### src/rrdr_pkg.sv
/*
 * constants, field layouts and carrier structs for the radio relay defect
 * reporting block: frame geometry of the reduced-rate frame, overhead slot
 * positions, the alarm fill byte and the report point structs.
 * assumes one 50 MHz clock and that every user includes nothing: all uses
 * are written rrdr_pkg::name.
 */
// Behaviour
// - optional modulator input loss when input data lost
// - modulator fault on internal fault or input loss
// - transmitter fault on internal transmit fault
// - optional transmitter input loss indication
// - unsure transmitter loss reported as transmitter fault
// - optional receiver input loss; unsure means fault
// - receiver fault on internal receive fault
// - optional demodulator input loss indication
// - unsure demodulator loss reported as demodulator fault
// - demodulator fault on internal demodulator fault
// - radio, protection, overhead reports on separate points
// - never use K1/K2 for radio protection
// - protection channel in complementary overhead, C1, F1
// - regenerator terminates RSOH, passes MSOH unchanged
// - process only overhead columns of reduced frame
// - no administrative unit grouping in adaptation
// - equipment interface carries 51.84 Mbit/s frame
// - remote block error carried in complementary overhead
// - protection works independently per interface side
// - receive indications insert all-ones toward multiplex side
// - protection fault when a channel is unprotected
package rrdr_pkg;

	// ****************************************************************
	// frame geometry
	// ****************************************************************
	localparam int          ROW_W          = 4;            // row counter width
	localparam int          COL_W          = 7;            // column counter width
	localparam logic [3:0]  FRAME_ROWS     = 4'h9;         // rows per frame
	localparam logic [6:0]  FRAME_COLS     = 7'h5A;        // columns per row
	localparam logic [6:0]  OH_COLS        = 7'h03;        // overhead columns present
	localparam logic [3:0]  RSOH_ROWS      = 4'h3;         // regenerator overhead rows
	localparam logic [3:0]  PTR_ROW        = 4'h3;         // pointer row, passes through
	localparam int          LINK_RATE_KBPS = 51_840;       // equipment interface rate

	// ****************************************************************
	// overhead slot positions (row, column)
	// ****************************************************************
	localparam logic [3:0]  C1_ROW = 4'h0;
	localparam logic [6:0]  C1_COL = 7'h02;
	localparam logic [3:0]  F1_ROW = 4'h1;
	localparam logic [6:0]  F1_COL = 7'h02;
	localparam logic [3:0]  K_ROW  = 4'h4;
	localparam logic [6:0]  K1_COL = 7'h01;
	localparam logic [6:0]  K2_COL = 7'h02;
	localparam logic [3:0]  M1_ROW = 4'h8;
	localparam logic [6:0]  M1_COL = 7'h01;

	// ****************************************************************
	// fill values and widths
	// ****************************************************************
	localparam logic [7:0]  AIS_BYTE   = 8'hFF;           // all-ones alarm fill
	localparam int          NCHAN      = 4;               // protected channels
	localparam int          SYNC_DEPTH = 3;               // pin synchroniser stages

	// protection channel carrier selection
	typedef enum logic [1:0] {
		RRDR_CH_NONE,
		RRDR_CH_RCOH,
		RRDR_CH_C1,
		RRDR_CH_F1
	} rrdr_chan_sel_t;

	// raw condition inputs from the radio path
	typedef struct packed {
		logic mod_in_loss;
		logic mod_internal;
		logic tx_in_loss;
		logic tx_internal;
		logic rx_in_loss;
		logic rx_internal;
		logic dem_in_loss;
		logic dem_internal;
	} rrdr_raw_t;

	// enables of the optional indications
	typedef struct packed {
		logic mod;
		logic tx;
		logic rx;
		logic dem;
	} rrdr_opt_t;

	// loss can be told from internal fault with confidence
	typedef struct packed {
		logic tx;
		logic rx;
		logic dem;
	} rrdr_sure_t;

	// radio interface report point
	typedef struct packed {
		logic modulator_input_loss;
		logic modulator_fault;
		logic transmitter_fault;
		logic transmitter_input_loss;
		logic receiver_input_loss;
		logic receiver_fault;
		logic demodulator_input_loss;
		logic demodulator_fault;
	} rrdr_radio_rpt_t;

	// protection report point
	typedef struct packed {
		logic             protection_switch_fault;
		logic [NCHAN-1:0] unprotected;
	} rrdr_prot_rpt_t;

	// overhead access report point
	typedef struct packed {
		logic       frame_seen;
		logic       prot_rx_new;
		logic [7:0] prot_rx_byte;
	} rrdr_oh_rpt_t;

endpackage

### src/rrdr_top.sv
/*
 * radio relay defect reporting: turns radio path conditions into the
 * radio, protection and overhead access report points, inserts the
 * all-ones alarm toward the multiplex side and handles the reduced-rate
 * section overhead (regenerator termination, protection channel).
 * assumes condition pins asynchronous to i_clock, a byte stream on
 * i_clock with a start of frame marker, and a static configuration.
 */
`timescale 1ns/1ps
module rrdr_top (
	// clock and reset
	input  wire logic                      i_clock,
	input  wire logic                      i_rst,
	// radio path condition pins
	input  wire rrdr_pkg::rrdr_raw_t       i_raw,
	input  wire logic [rrdr_pkg::NCHAN-1:0] i_chan_unprot,
	// configuration
	input  wire rrdr_pkg::rrdr_opt_t       i_opt_en,
	input  wire rrdr_pkg::rrdr_sure_t      i_sure,
	input  wire logic                      i_regen_mode,
	input  wire rrdr_pkg::rrdr_chan_sel_t  i_prot_sel,
	input  wire logic                      i_rbe_in_rcoh,
	// receive byte stream
	input  wire logic                      i_rx_valid,
	input  wire logic                      i_rx_sof,
	input  wire logic [7:0]                i_rx_byte,
	input  wire logic [7:0]                i_local_rsoh,
	input  wire logic [7:0]                i_prot_tx_byte,
	// report points
	output rrdr_pkg::rrdr_radio_rpt_t      o_radio_rpt,
	output rrdr_pkg::rrdr_prot_rpt_t       o_prot_rpt,
	output rrdr_pkg::rrdr_oh_rpt_t         o_oh_rpt,
	// multiplex side byte stream
	output logic                           o_ms_valid,
	output logic [7:0]                     o_ms_byte,
	output logic                           o_msoh_stb,
	output logic                           o_ais,
	// complementary overhead
	output logic                           o_rcoh_valid,
	output logic                           o_rcoh_rbe,
	output logic [7:0]                     o_rcoh_byte
);

	// ****************************************************************
	// state and helpers
	// ****************************************************************
	typedef struct packed {
		rrdr_pkg::rrdr_radio_rpt_t radio;     // radio report point
		rrdr_pkg::rrdr_prot_rpt_t  prot;      // protection report point
		rrdr_pkg::rrdr_oh_rpt_t    oh;        // overhead access report point
		logic [rrdr_pkg::ROW_W-1:0] row;      // next byte row
		logic [rrdr_pkg::COL_W-1:0] col;      // next byte column
		logic                      ms_valid;  // output byte valid
		logic [7:0]                ms_byte;   // output byte
		logic                      msoh_stb;  // multiplex overhead extracted
		logic                      ais;       // alarm fill active
		logic                      rcoh_valid;
		logic                      rcoh_rbe;  // byte is block error count
		logic [7:0]                rcoh_byte;
	} rrdr_state_t;

	rrdr_state_t q;                            // registered state
	rrdr_state_t d;                            // next state

	rrdr_pkg::rrdr_raw_t           c;          // synchronised conditions
	logic [rrdr_pkg::NCHAN-1:0]    u;          // synchronised unprotected

	// true when (row, col) sits on the given overhead slot
	function automatic logic at_slot(
		input logic [rrdr_pkg::ROW_W-1:0] row,
		input logic [rrdr_pkg::COL_W-1:0] col,
		input logic [rrdr_pkg::ROW_W-1:0] srow,
		input logic [rrdr_pkg::COL_W-1:0] scol
	);
		return (row == srow) && (col == scol);
	endfunction

	// ****************************************************************
	// pin synchronisers
	// ****************************************************************
	rrdr_sync #(
		.W($bits(rrdr_pkg::rrdr_raw_t) + rrdr_pkg::NCHAN)
	) u_sync (
		.i_clock (i_clock),
		.i_rst   (i_rst),
		.i_pin   ({i_raw, i_chan_unprot}),
		.o_level ({c, u})
	);

	// ****************************************************************
	// next state
	// ****************************************************************
	always_comb begin
		logic                       rx_def;     // any receive side condition
		logic [rrdr_pkg::ROW_W-1:0] row;        // position of this byte
		logic [rrdr_pkg::COL_W-1:0] col;
		logic [7:0]                 obyte;      // byte after overhead handling
		logic                       in_oh;
		logic                       rsoh;
		logic                       msoh;
		logic                       prot_slot;
		rx_def    = 1'b0;
		row       = '0;
		col       = '0;
		obyte     = 8'h00;
		in_oh     = 1'b0;
		rsoh      = 1'b0;
		msoh      = 1'b0;
		prot_slot = 1'b0;
		d         = q;

		// modulator side indications
		d.radio.modulator_input_loss = i_opt_en.mod & c.mod_in_loss;
		d.radio.modulator_fault      = c.mod_internal | c.mod_in_loss;

		// transmitter: unsure loss folds into the fault
		d.radio.transmitter_fault      = c.tx_internal
			| (c.tx_in_loss & ~i_sure.tx);
		d.radio.transmitter_input_loss = i_opt_en.tx & i_sure.tx
			& c.tx_in_loss;

		// receiver: same preference for the fault
		d.radio.receiver_fault      = c.rx_internal
			| (c.rx_in_loss & ~i_sure.rx);
		d.radio.receiver_input_loss = i_opt_en.rx & i_sure.rx
			& c.rx_in_loss;

		// demodulator
		d.radio.demodulator_fault      = c.dem_internal
			| (c.dem_in_loss & ~i_sure.dem);
		d.radio.demodulator_input_loss = i_opt_en.dem & i_sure.dem
			& c.dem_in_loss;

		// protection report, local channels only
		d.prot.unprotected             = u;
		d.prot.protection_switch_fault = |u;

		// alarm fill follows the receive conditions, not their reporting
		rx_def = c.rx_in_loss | c.rx_internal | c.dem_in_loss
			| c.dem_internal;
		d.ais  = rx_def;

		// one-cycle outputs drop unless set below
		d.ms_valid       = i_rx_valid;
		d.msoh_stb       = 1'b0;
		d.rcoh_valid     = 1'b0;
		d.rcoh_rbe       = 1'b0;
		d.oh.prot_rx_new = 1'b0;

		// byte handling
		if (i_rx_valid) begin
			// locate the byte; start of frame forces the origin
			if (i_rx_sof) begin
				row           = '0;
				col           = '0;
				d.oh.frame_seen = 1'b1;
			end else begin
				row = q.row;
				col = q.col;
			end
			obyte = i_rx_byte;

			// only columns of the reduced frame carry overhead
			in_oh = col < rrdr_pkg::OH_COLS;
			rsoh  = in_oh && (row < rrdr_pkg::RSOH_ROWS);
			msoh  = in_oh && (row > rrdr_pkg::PTR_ROW);

			// protection slot never falls on K1 or K2
			prot_slot = ((i_prot_sel == rrdr_pkg::RRDR_CH_C1)
					&& at_slot(row, col, rrdr_pkg::C1_ROW, rrdr_pkg::C1_COL))
				|| ((i_prot_sel == rrdr_pkg::RRDR_CH_F1)
					&& at_slot(row, col, rrdr_pkg::F1_ROW, rrdr_pkg::F1_COL));

			// regenerator rebuilds its own section overhead
			if (i_regen_mode && rsoh) begin
				obyte = i_local_rsoh;
			end

			// protection channel in C1 or F1: extract, then reinsert
			if (prot_slot) begin
				d.oh.prot_rx_byte = i_rx_byte;
				d.oh.prot_rx_new  = 1'b1;
				obyte             = i_prot_tx_byte;
			end

			// terminal terminates multiplex overhead; regenerator passes it
			if (!i_regen_mode && msoh) begin
				d.msoh_stb = 1'b1;
			end

			// complementary overhead: block error, else protection byte
			if (i_rbe_in_rcoh
				&& at_slot(row, col, rrdr_pkg::M1_ROW, rrdr_pkg::M1_COL)) begin
				d.rcoh_valid = 1'b1;
				d.rcoh_rbe   = 1'b1;
				d.rcoh_byte  = i_rx_byte;
			end else if ((i_prot_sel == rrdr_pkg::RRDR_CH_RCOH) && i_rx_sof) begin
				d.rcoh_valid = 1'b1;
				d.rcoh_byte  = i_prot_tx_byte;
			end

			// pointer row and payload pass untouched, no grouping
			d.ms_byte = rx_def ? rrdr_pkg::AIS_BYTE : obyte;

			// advance position
			if (col == rrdr_pkg::FRAME_COLS - 7'h01) begin
				d.col = '0;
				if (row == rrdr_pkg::FRAME_ROWS - 4'h1) begin
					d.row = '0;
				end else begin
					d.row = row + 4'h1;
				end
			end else begin
				d.col = col + 7'h01;
				d.row = row;
			end
		end
	end

	// ****************************************************************
	// state register
	// ****************************************************************
	always_ff @(posedge i_clock or posedge i_rst) begin
		if (i_rst) begin
			q <= '0;
		end else begin
			q <= d;
		end
	end

	// ****************************************************************
	// outputs, each straight from the state register
	// ****************************************************************
	assign o_radio_rpt  = q.radio;
	assign o_prot_rpt   = q.prot;
	assign o_oh_rpt     = q.oh;
	assign o_ms_valid   = q.ms_valid;
	assign o_ms_byte    = q.ms_byte;
	assign o_msoh_stb   = q.msoh_stb;
	assign o_ais        = q.ais;
	assign o_rcoh_valid = q.rcoh_valid;
	assign o_rcoh_rbe   = q.rcoh_rbe;
	assign o_rcoh_byte  = q.rcoh_byte;

	// ****************************************************************
	// assertions
	// ****************************************************************
	logic [rrdr_pkg::ROW_W-1:0] chk_row;    // position of the incoming byte
	logic [rrdr_pkg::COL_W-1:0] chk_col;
	assign chk_row = i_rx_sof ? '0 : q.row;
	assign chk_col = i_rx_sof ? '0 : q.col;

	// modulator input loss always raises the modulator fault
	property p_mod_fault;
		@(posedge i_clock) disable iff (i_rst)
		c.mod_in_loss |=> o_radio_rpt.modulator_fault;
	endproperty
	a_mod_fault: assert property (p_mod_fault)
		else $error("modulator fault missing on input loss");

	// optional indication stays low while disabled
	property p_mod_opt;
		@(posedge i_clock) disable iff (i_rst)
		!i_opt_en.mod |=> !o_radio_rpt.modulator_input_loss;
	endproperty
	a_mod_opt: assert property (p_mod_opt)
		else $error("disabled modulator input loss raised");

	// unsure transmitter loss shows as fault, never as loss
	property p_tx_pref;
		@(posedge i_clock) disable iff (i_rst)
		(c.tx_in_loss && !i_sure.tx)
			|=> (o_radio_rpt.transmitter_fault && !o_radio_rpt.transmitter_input_loss);
	endproperty
	a_tx_pref: assert property (p_tx_pref)
		else $error("unsure transmitter loss not folded into fault");

	// unsure receiver loss shows as fault
	property p_rx_pref;
		@(posedge i_clock) disable iff (i_rst)
		(c.rx_in_loss && !i_sure.rx)
			|=> (o_radio_rpt.receiver_fault && !o_radio_rpt.receiver_input_loss);
	endproperty
	a_rx_pref: assert property (p_rx_pref)
		else $error("unsure receiver loss not folded into fault");

	// unsure demodulator loss shows as fault
	property p_dem_pref;
		@(posedge i_clock) disable iff (i_rst)
		(c.dem_in_loss && !i_sure.dem)
			|=> (o_radio_rpt.demodulator_fault && !o_radio_rpt.demodulator_input_loss);
	endproperty
	a_dem_pref: assert property (p_dem_pref)
		else $error("unsure demodulator loss not folded into fault");

	// fault clears on the first clock after both causes end
	property p_tx_clear;
		@(posedge i_clock) disable iff (i_rst)
		(!c.tx_internal && !c.tx_in_loss) |=> !o_radio_rpt.transmitter_fault;
	endproperty
	a_tx_clear: assert property (p_tx_clear)
		else $error("transmitter fault held after condition ended");

	// internal receive fault fills every valid output byte with ones
	property p_ais_fill;
		@(posedge i_clock) disable iff (i_rst)
		(i_rx_valid && c.rx_internal) |=> (o_ais && o_ms_byte == rrdr_pkg::AIS_BYTE);
	endproperty
	a_ais_fill: assert property (p_ais_fill)
		else $error("alarm fill missing on receive fault");

	// transmit indications alone never fill
	property p_no_tx_ais;
		@(posedge i_clock) disable iff (i_rst)
		o_ais |-> ($past(c.rx_in_loss) || $past(c.rx_internal)
			|| $past(c.dem_in_loss) || $past(c.dem_internal));
	endproperty
	a_no_tx_ais: assert property (p_no_tx_ais)
		else $error("alarm fill without receive condition");

	// K1 and K2 leave unchanged when no alarm fill
	property p_k_pass;
		@(posedge i_clock) disable iff (i_rst)
		(i_rx_valid && !d.ais && chk_row == rrdr_pkg::K_ROW
			&& (chk_col == rrdr_pkg::K1_COL || chk_col == rrdr_pkg::K2_COL))
			|=> (o_ms_byte == $past(i_rx_byte));
	endproperty
	a_k_pass: assert property (p_k_pass)
		else $error("K1 or K2 altered");

	// regenerator passes multiplex overhead unchanged
	property p_regen_msoh;
		@(posedge i_clock) disable iff (i_rst)
		(i_rx_valid && i_regen_mode && !d.ais && chk_col < rrdr_pkg::OH_COLS
			&& chk_row > rrdr_pkg::PTR_ROW)
			|=> (o_ms_byte == $past(i_rx_byte) && !o_msoh_stb);
	endproperty
	a_regen_msoh: assert property (p_regen_msoh)
		else $error("regenerator altered multiplex overhead");

	// an unprotected channel raises the protection fault
	property p_prot_fault;
		@(posedge i_clock) disable iff (i_rst)
		(|u) |=> o_prot_rpt.protection_switch_fault;
	endproperty
	a_prot_fault: assert property (p_prot_fault)
		else $error("protection fault missing");

	// main scenarios
	c_ais_frame:  cover property (@(posedge i_clock) disable iff (i_rst)
		o_ais && o_ms_valid);
	c_prot_c1:    cover property (@(posedge i_clock) disable iff (i_rst)
		o_oh_rpt.prot_rx_new);
	c_rbe_rcoh:   cover property (@(posedge i_clock) disable iff (i_rst)
		o_rcoh_valid && o_rcoh_rbe);
	c_prot_fault: cover property (@(posedge i_clock) disable iff (i_rst)
		o_prot_rpt.protection_switch_fault);

endmodule

### src/rrdr_sync.sv
/*
 * three stage synchroniser for a vector of pin levels; the output takes a
 * new value only once the second and third stages agree.
 * assumes inputs that are asynchronous to i_clock.
 */
`timescale 1ns/1ps
module rrdr_sync #(
	parameter int W = 1
) (
	// clock and reset
	input  wire logic         i_clock,
	input  wire logic         i_rst,
	// pin levels in, filtered level out
	input  wire logic [W-1:0] i_pin,
	output logic      [W-1:0] o_level
);

	// ****************************************************************
	// state
	// ****************************************************************
	typedef struct packed {
		logic [W-1:0] s1;     // first stage, read only by s2
		logic [W-1:0] s2;
		logic [W-1:0] s3;
		logic [W-1:0] lvl;    // accepted level
	} rrdr_sync_st_t;

	rrdr_sync_st_t q;         // registered state
	rrdr_sync_st_t d;         // next state

	// shift and accept agreeing bits
	always_comb begin
		d     = q;
		d.s1  = i_pin;
		d.s2  = q.s1;
		d.s3  = q.s2;
		for (int i = 0; i < W; i++) begin
			if (q.s2[i] == q.s3[i]) begin
				d.lvl[i] = q.s3[i];
			end
		end
	end

	// register the whole state
	always_ff @(posedge i_clock or posedge i_rst) begin
		if (i_rst) begin
			q <= '0;
		end else begin
			q <= d;
		end
	end

	assign o_level = q.lvl;

endmodule

### config.mk
export PLATFORM = sky130hd
export DESIGN_NAME = rrdr_top
export DESIGN_NICKNAME = d
export VERILOG_FILES = /design/src/rrdr_pkg.sv /design/src/rrdr_top.sv /design/src/rrdr_sync.sv
export SDC_FILE = /design/constraint.sdc
export NUM_CORES = 1
export LEC_CHECK = 0
export BUFFER_PORTS_ARGS = -buffer_cell sky130_fd_sc_hd__buf_4
export CAP_MARGIN = 20
export CORE_MARGIN = 5
export CORE_UTILIZATION = 35
export CTS_CLUSTER_DIAMETER = 30
export DETAILED_ROUTE_END_ITERATION = 8
export GPL_TIMING_DRIVEN = 0
export PLACE_DENSITY = 0.52
export SLEW_MARGIN = 25
export SYNTH_ARGS = -nofsm -noshare
export SYNTH_HDL_FRONTEND = slang
export SYNTH_SLANG_ARGS = --single-unit
### constraint.sdc
create_clock -name i_clock -period 5.71 [get_ports i_clock]
set_input_delay 0.2855 -clock i_clock [delete_from_list [all_inputs] [get_ports i_clock]]
set_output_delay 0.2855 -clock i_clock [all_outputs]
set_load 0.005 [all_outputs]
==> results of run 1 <==
final timing paths:
path | to | slack (ps) | depth (start not counted)
max in group asynchronous | o_oh_rpt[5] | 4580 | 4
worst min-delay path | u_sync.d[27] | 40 | 1
worst max-delay path | o_oh_rpt[5] | 3150 | 10
min in group asynchronous | u_sync.d[12] | 520 | 3
worst min register to register | u_sync.d[18] | 350 | 0
worst max register to register | o_oh_rpt[5] | 3460 | 8
routing by layer:
| metal | GRT usage [%] | routed length (um) | up-vias |
|---|---|---|---|
| met2 | 20.9 | 4440 | 69 |
| met4 | 4.67 | 215 | 0 |
| met3 | 4.52 | 523 | 17 |
| met1 | 17.1 | 4220 | 1369 |
| li1 | - | - | 1359 |
| met5 | 0 | 0 | - |
flip-flops by register name (all words and copies together) (netlist names):
register / flops
u_sync.d: 24
u_sync.o_level: 12
u_sync.q: 12
q: 11
o_oh_rpt: 10
o_ms_byte: 8
o_radio_rpt: 8
o_rcoh_byte: 8
o_prot_rpt: 5
o_ais: 1
o_ms_valid: 1
o_msoh_stb: 1
o_rcoh_rbe: 1
o_rcoh_valid: 1
kinds of logic after synthesis:
family / after synthesis / share of synthesized area, %
DFF: 103 / 59.7
buffers and inverters: 68 / 10.0
and+or+nand+nor: 68 / 8.92
AOI/OAI and AO/OA: 54 / 8.95
muxes: 28 / 7.91
adders and majority gates: 18 / 4.52
critical path, stage by stage:
cell	delay, ps
buf_4	120
clkbuf_1	340
clkbuf_1	410
nand2b_1	190
ha_1	170
and2_1	200
and2_1	140
buf_2	230
nand3_2	320
mux2_2	370
final cells by class:
class                   instances  area (um2)  share of cell area (%)
repair buffers                 96         743                    13.4
plain buffers                  51         370                    6.66
clock inverters                 5        41.3                   0.743
flip-flops and latches        103        2580                    46.4
well taps                     168         210                    3.78
inverters                      17        68.8                    1.24
clock buffers                  10         239                    4.30
multi-input cells             168        1310                    23.5
power by group:
group / internal (mW) / leakage (nW) / switching, mW / total [mW]
Sequential: 0.796 / 1.22 / 0.0380 / 0.834
Combinational: 0.181 / 1.23 / 0.114 / 0.295
Clock: 0.309 / 0.132 / 0.271 / 0.580
per-stage QoR:
| stage | std cells | total power [mW] |
|---|---|---|
| after floorplan | 339 | 1.01 |
| after global placement | 601 | 1.14 |
| after detailed placement | 602 | 1.15 |
| after CTS | 618 | 1.75 |
| after global routing | 618 | 1.80 |
| final | 618 | 1.71 |
layout by cell type, fill, tap and decap left out, drive strengths merged, types with 6 or more instances in the layout:
cell | synthesis | routed
maj3 | 12 | 12
a31oi | 18 | 18
clkbuf | 5 | 15
inv | 16 | 18
nor2 | 17 | 17
nand3 | 12 | 12
ha | 6 | 6
mux2 | 25 | 25
o21ai | 9 | 9
dfrtp | 103 | 103
buf | 46 | 141
==> impl_metrics.toml, run 1 <==
[yosys]
synth_area_um2 = 4320
synth-async-reset-ratio_pct = 100
synth_edf_count = 0
yosys.area.top_type = "dfrtp_1"
syn_nets = 396
ys_ff_latch = 103
synth_flop_cell = "dfrtp_1"
synth_area_leaders = "dfrtp_1 60%, buf_4 7.0%, mux2_2 4.4%"
synth_cells = 339
synth_warnings = 0
avgSynthCellArea_um2 = 12.7
yosysMostFrequentCell = "dfrtp_1"
synth_commonest_cells = "103 x dfrtp_1, 40 x buf_4, 18 x a31oi_1"
seq_area_frac_synth_pct = 59.7
yosysUniqueCellTypes = 48
yosysTopAreaCellShare_pct = 59.7

[cts]
clock_latency_ps = 340
cts_resized = 0
clock_path_buffers = 2
post_cts_buffers = 0
clock-sinks = 103
root_buffer = "clkbuf_16"
hold_buffers = 1
cts_tree = "built"
cts-htree-levels = 3
cts_made_buffers = 9
path_clk_slew_ps = 70

[final_layout]
nets = 503
fill_cells = 1136
fin_util_pct = 46.1
antenna_cells = 0
drive_gt1_share_pct = 42.4
syn2layout_area_growth_pct = 28.7
final_area_um2 = 5560

[place]
gp_congestion = 0.839
post_dp_cell_area_um2 = 5270
dpl.hpwl_um = 6730
dpl_worst_slack_ps = 2770
port_buffers = 94

[critical_path]
required_ps = 5940
cp_max_fo = 10
r2r-start = "q[28]"
criticalPathCategory = "primary input to register"
cp.arrival_ps = 2790
worstSetupEndpointType = "register"
startpoint_type = "primary input"
crit_start = "i_rx_sof"

[timing]
fmax_mhz = 391
final-max-slew-violation-count = 0
setup_viol = 0
finClkSkew_ps = 7.58
fin_ws_ps = 3150
max_slew.worst_pin.slew_ps = 737
holdWs_ps = 44.1
slew_headroom_pct = 50.6
min_period_over_period_pct = 44.8
rsz0062_at_grt = "false"
layout_min_cycle_time_ps = 2560
finalHoldViolCount = 0
setup_tns_ps = 0

[floorplanning]
initial_core_util_pct = 35.8
dieWidth_um = 121
die-area_um2 = 14700
die_height_um = 121
num_rows = 40
io_pins = 95
coreArea_um2 = 12100

[drt]
drtAntennaViolNets = 0
vias = 2814
route.detailed.drc = 0
drt-vias-per-instance = 4.55
drtIter0Drc = 155
wirelength_um = 9400
wire_per_inst_um = 15.2
drtPass1Iterations = 4

[hold_path]
hold_path_class = "primary input to register"
worstHoldStart = "i_chan_unprot[3]"

[power]
p_leak_nw = 2.57
pwr_density_cell_nw_per_um2 = 307
ir_worst_vdd_mv = 0.146

[global_routing]
grt_pass1_wl_um = 15100
grt_pass1_vias = 2878
grt_max_degree = 60
grt_use_total_pct = 13.3
antenna_found_initial = 0
grt_remaining_overflow = 0

[run]
maxCapViolCount = 0

[status]
outcome = "completed"
(Power assumes the default switching activity.)
==> inputs of run 2 (changes only) <==
Settings changed: PLACE_DENSITY 0.52 to 0.54.
Clock period 5.71 ns to 2.3 ns, I/O delays scaled along.
==> run 2 against run 1 <==
Total power rose to 2.5 times the previous value. Count of clock-buffer cells in the layout grew 1. Critical path depth down 3. Highest routed layer unchanged. Final area is 3.8% higher. Global-route usage fell by 0.67 points. Die area unchanged. First-iteration DRC count is 3.2% higher. Sequential share of layout area decreased by 1.7 points. Combinational power increased to 2.5 times the previous value. Clock power rose to 2.6 times the previous value. Sequential cell count did not move. Core utilization increased by 1.7 points.
==> impl_metrics.toml, run 2 (synthesized netlist as in run 1, its figures left out) <==
[floorplanning]
initial_core_util_pct = 35.8
num_rows = 40
die_height_um = 121
io_pins = 95
coreArea_um2 = 12100
die-area_um2 = 14700
dieWidth_um = 121

[power]
p_int_mw = 3.24
p_comb_share_pct = 17.5
sequentialPowerShare_pct = 48.2
power_mw = 4.30
p_leak_nw = 2.66
swShare_pct = 24.7
pwr_density_cell_nw_per_um2 = 745
ir_worst_vdd_mv = 0.414
clkPwrFrac_pct = 34.4
switchingPower_mw = 1.06

[drt]
drtPass1Iterations = 4
wire_per_inst_um = 14.2
vias = 2879
drt-vias-per-instance = 4.53
drtIter0Drc = 160
route.detailed.drc = 0
wirelength_um = 8990
drtAntennaViolNets = 0

[global_routing]
grt_pass1_wl_um = 14600
grt_remaining_overflow = 0
grt_use_total_pct = 12.6
antenna_found_initial = 0
grt_max_degree = 31
grt_pass1_vias = 2830

[final_layout]
final_cell_mix = "134 x buf_4, 103 x dfrtp_1, 18 x a31oi_1"
fill_cells = 1084
multiInputGateArea_um2 = 1320
antenna_cells = 0
nets = 519
largest_reg_flops = 24
mostFrequentLayoutCell = "buf_4"
final_area_um2 = 5770
regArea_um2 = 2580
syn2layout_area_growth_pct = 33.5
drive_gt1_share_pct = 42.0

[critical_path]
startpoint_type = "register"
worstSetupEndpointType = "register"
criticalPathCategory = "register to register"
required_ps = 2520
crit_start = "q[29]"
r2r-start = "q[29]"
cp.arrival_ps = 2430
cp_max_fo = 10

[timing]
fmax_mhz = 452
layout_min_cycle_time_ps = 2210
rsz0062_at_grt = "true"
min_period_over_period_pct = 96.2
setup_viol = 0
finClkSkew_ps = 9.80
slew_headroom_pct = 56.7
max_slew.worst_pin.slew_ps = 647
finalHoldViolCount = 0
final-max-slew-violation-count = 0

[cts]
cts_tree = "built"
post_cts_buffers = 0
clock_path_buffers = 2
clock-sinks = 103
cts_made_buffers = 9
root_buffer = "clkbuf_16"
clock_latency_ps = 340
cts-htree-levels = 3
path_clk_slew_ps = 80

[hold_path]
hold_path_class = "primary input to register"
worstHoldStart = "i_opt_en[1]"

[place]
gp_congestion = 0.796
dpl.hpwl_um = 6780
port_buffers = 94
post_dp_cell_area_um2 = 5310

[status]
outcome = "completed"

[run]
maxCapViolCount = 0
## run 2: power by group through the flow
stage / clock network (mW) / logic [mW] / registers (mW)
3_3_place_gp: 0 / 0.719 / 2.10
6_report: 1.48 / 0.752 / 2.07
5_1_grt: 1.61 / 0.826 / 2.09
3_5_place_dp: 0 / 0.739 / 2.11
2_1_floorplan: 0 / 0.430 / 2.08
4_1_cts: 1.53 / 0.761 / 2.07
## run 2: cell type report
class	count	share of cell area, %
clock inverters	5	0.868
clock buffers	11	4.21
inverters	17	1.17
well taps	168	3.64
repair buffers	112	16.0
plain buffers	51	6.46
flip-flops and latches	103	44.7
multi-input cells	168	23.0
## run 2: metrics by stage
stage / hold WS, ps / setup TNS [ps] / setup slack (ps) / utilization [%] / instances
6_report: 21.2 / 0 / 87.9 / 47.8 / 635
5_1_grt: 22.6 / -2.09 / -2.09 / 47.8 / 635
4_1_cts: 5.93 / 0 / 19.2 / 47.7 / 635
3_5_place_dp: 212 / -10430 / -469 / 44.0 / 604
3_3_place_gp: 224 / -9030 / -414 / 43.4 / 601
2_1_floorplan: 146 / 0 / 37.8 / - / 339
## run 2: path summary, 6_finish.rpt
kind | depth (start not counted) | slack (ps) | to
hold / removal | 2 | 20 | o_radio_rpt[3]
min in group asynchronous | 3 | 430 | o_radio_rpt[7]
max in group asynchronous | 4 | 1340 | o_rcoh_byte[3]
setup reg to reg | 7 | 90 | o_rcoh_byte[6]
setup / recovery | 7 | 90 | o_rcoh_byte[6]
hold reg to reg | 0 | 350 | u_sync.d[19]
## run 2: worst max-delay path, stage by stage (launching register included)
cell,delay (ps)
dfrtp_1,410
nand2b_1,150
ha_1,220
nor4bb_2,280
and4_1,250
buf_6,160
mux2_2,360
mux2_4,260
## run 2: metal layers
metal	share of wire [%]	track usage [%]	vias to the layer above
li1	-	-	1398
met1	47	17.6	1401
met2	47	19.5	72
met3	5.9	3.12	8
met4	0.86	3.97	0
met5	0	0	-
## run 2: timing repair
action	CTS	global route
endpoints found under the setup margin	16	21
pin swaps	0	1
endpoints found under the hold margin	34	0
resized for setup	1	4
hold buffers	15	0
==> inputs of run 3 (changes only) <==
Settings changed: BUFFER_PORTS_ARGS -buffer_cell sky130_fd_sc_hd__buf_4 to unset, DONT_BUFFER_PORTS set to 1, PLACE_DENSITY 0.54 to 0.47.
==> run 3 against run 2 <==
Clock skew down 1.0 ps. Worst setup slack better by 28 ps. Final area down 7.1%. Sequential power about the same. Critical endpoint is now o_rcoh_byte[0]. Highest routed layer is now met5.
==> impl_metrics.toml, run 3 (synthesized netlist as in run 1, its figures left out) <==
[status]
outcome = "completed"

[drt]
drtPass1Iterations = 4
met3_length_um = 647
wire_per_inst_um = 16.5
top_layer_used = "met5"
vias = 2661
wl_met2_um = 4370
wl_met1_um = 4300
drtIter0Drc = 160
drtAntennaViolNets = 0
drt-vias-per-instance = 4.65
wirelength_um = 9460
route.detailed.drc = 0

[critical_path]
crit_start = "q[29]"
rr_worst_depth = 7
startpoint_type = "register"
slowest_delay_ps = 410
r2r-end = "o_rcoh_byte[0]"
r2r-start = "q[29]"
required_ps = 2540
crit_chain = "nand2b_1, ha_1, nor4bb_2, and4_1, buf_6, mux2_2, mux2_4"
worstSetupEndpointType = "register"
cp_max_fo = 10
cp.arrival_ps = 2420
criticalPathCategory = "register to register"
r2r_slack_ps = 120
slowest_stage = "dfrtp_1"

[timing]
fmax_mhz = 458
rsz0062_at_grt = "false"
finClkSkew_ps = 8.79
final-max-slew-violation-count = 0
min_period_over_period_pct = 95.0
holdWs_ps = 18.0
slew_headroom_pct = 48.2
max_slew.worst_pin.slew_ps = 773
layout_min_cycle_time_ps = 2180
finalHoldViolCount = 0
fin_ws_ps = 116
setup_viol = 0

[cts]
clock_path_buffers = 2
cts-htree-levels = 3
clock-sinks = 103
root_buffer = "clkbuf_16"
cts_made_buffers = 9
clock_latency_ps = 350
cts_tree = "built"
path_clk_slew_ps = 70

[floorplanning]
dieWidth_um = 121
initial_core_util_pct = 35.8
die_height_um = 121
num_rows = 40
die-area_um2 = 14700
coreArea_um2 = 12100
io_pins = 95

[place]
port_buffers = 0
gp_congestion = 0.794
dpl_worst_slack_ps = -393
dpl.hpwl_um = 6580

[hold_path]
hold_path_class = "primary input to register"
whs_path_depth = 2
hold_path_end = "o_ms_byte[6]"
worstHoldStart = "i_local_rsoh[6]"

[final_layout]
drive_gt1_share_pct = 25.5
syn2layout_area_growth_pct = 24.0
fill_cells = 1116
mostFrequentLayoutCell = "dfrtp_1"
fin_util_pct = 44.4
regArea_um2 = 2580
largest_reg_flops = 24
antenna_cells = 0
multiInputGateArea_um2 = 1330
nets = 456
final_cell_mix = "103 x dfrtp_1, 45 x dlygate4sd3_1, 41 x buf_4"

[power]
p_leak_nw = 2.34
pwr_density_cell_nw_per_um2 = 768
ir_worst_vdd_mv = 0.288
power_mw = 4.12

[global_routing]
antenna_found_initial = 1
grt_use_total_pct = 13.5
grt_pass1_vias = 2714
grt_max_degree = 30
grt_pass1_wl_um = 15100
grt_remaining_overflow = 0

[run]
maxCapViolCount = 0
-- run 3: through the flow --
step / area (um2) / setup TNS, ps / cells
after floorplan: 4320 / 0 / 339
after global placement: 4530 / -7080 / 507
after detailed placement: 4600 / -7310 / 510
after CTS: 5330 / 0 / 571
after global routing: 5360 / 0 / 572
final: 5360 / 0 / 572
-- run 3: final cells by class --
cell class	instances	area share [%]
Multi-Input combinational cell	168	24.7
Sequential cell	103	48.1
Tap cell	168	3.92
Buffer	51	6.93
Timing Repair Buffer	49	9.81
Inverter	17	1.26
Clock inverter	6	0.957
Clock buffer	10	4.27
-- run 3: worst max-delay path by stage --
stage / end / slack [ps] / cells past startpoint
floorplan: o_rcoh_byte[0] / 40 / 11
global placement: o_rcoh_byte[0] / -390 / 11
detailed placement: o_rcoh_byte[6] / -390 / 11
CTS: o_oh_rpt[1] / 70 / 8
global route: o_rcoh_byte[2] / 10 / 8
finish: o_rcoh_byte[0] / 120 / 7
-- run 3: timing repair --
action / 4_1_cts / 5_1_grt
setup buffers: 0 / 1
hold buffers: 45 / 0
gates cloned: 0 / 0
resized for setup: 1 / 3
endpoints found under the hold margin: 60 / 0
setup endpoints to repair: 8 / 24
pin swaps: 0 / 1
-- run 3: metal layers --
metal | GRT usage [%] | vias up
met2 | 20.3 | 62
met1 | 18.0 | 1316
li1 | - | 1269
met3 | 5.27 | 12
met4 | 4.11 | 2
met5 | 0 | -
-- run 3: report_power, final --
part	switching [mW]	total [mW]	internal (mW)
sequential	0.0971	2.07	1.98
clock	0.697	1.45	0.754
combinational	0.251	0.593	0.342
total	1.04	4.12	3.07
-- run 3: worst max-delay path: cells and delay by family, from the launching register on --
| family | cells | cell delay, ps |
|---|---|---|
| mux | 2 | 610 |
| fa+ha+maj | 1 | 210 |
| flops | 1 | 410 |
| buf+inv | 1 | 170 |
| simple gates | 3 | 680 |
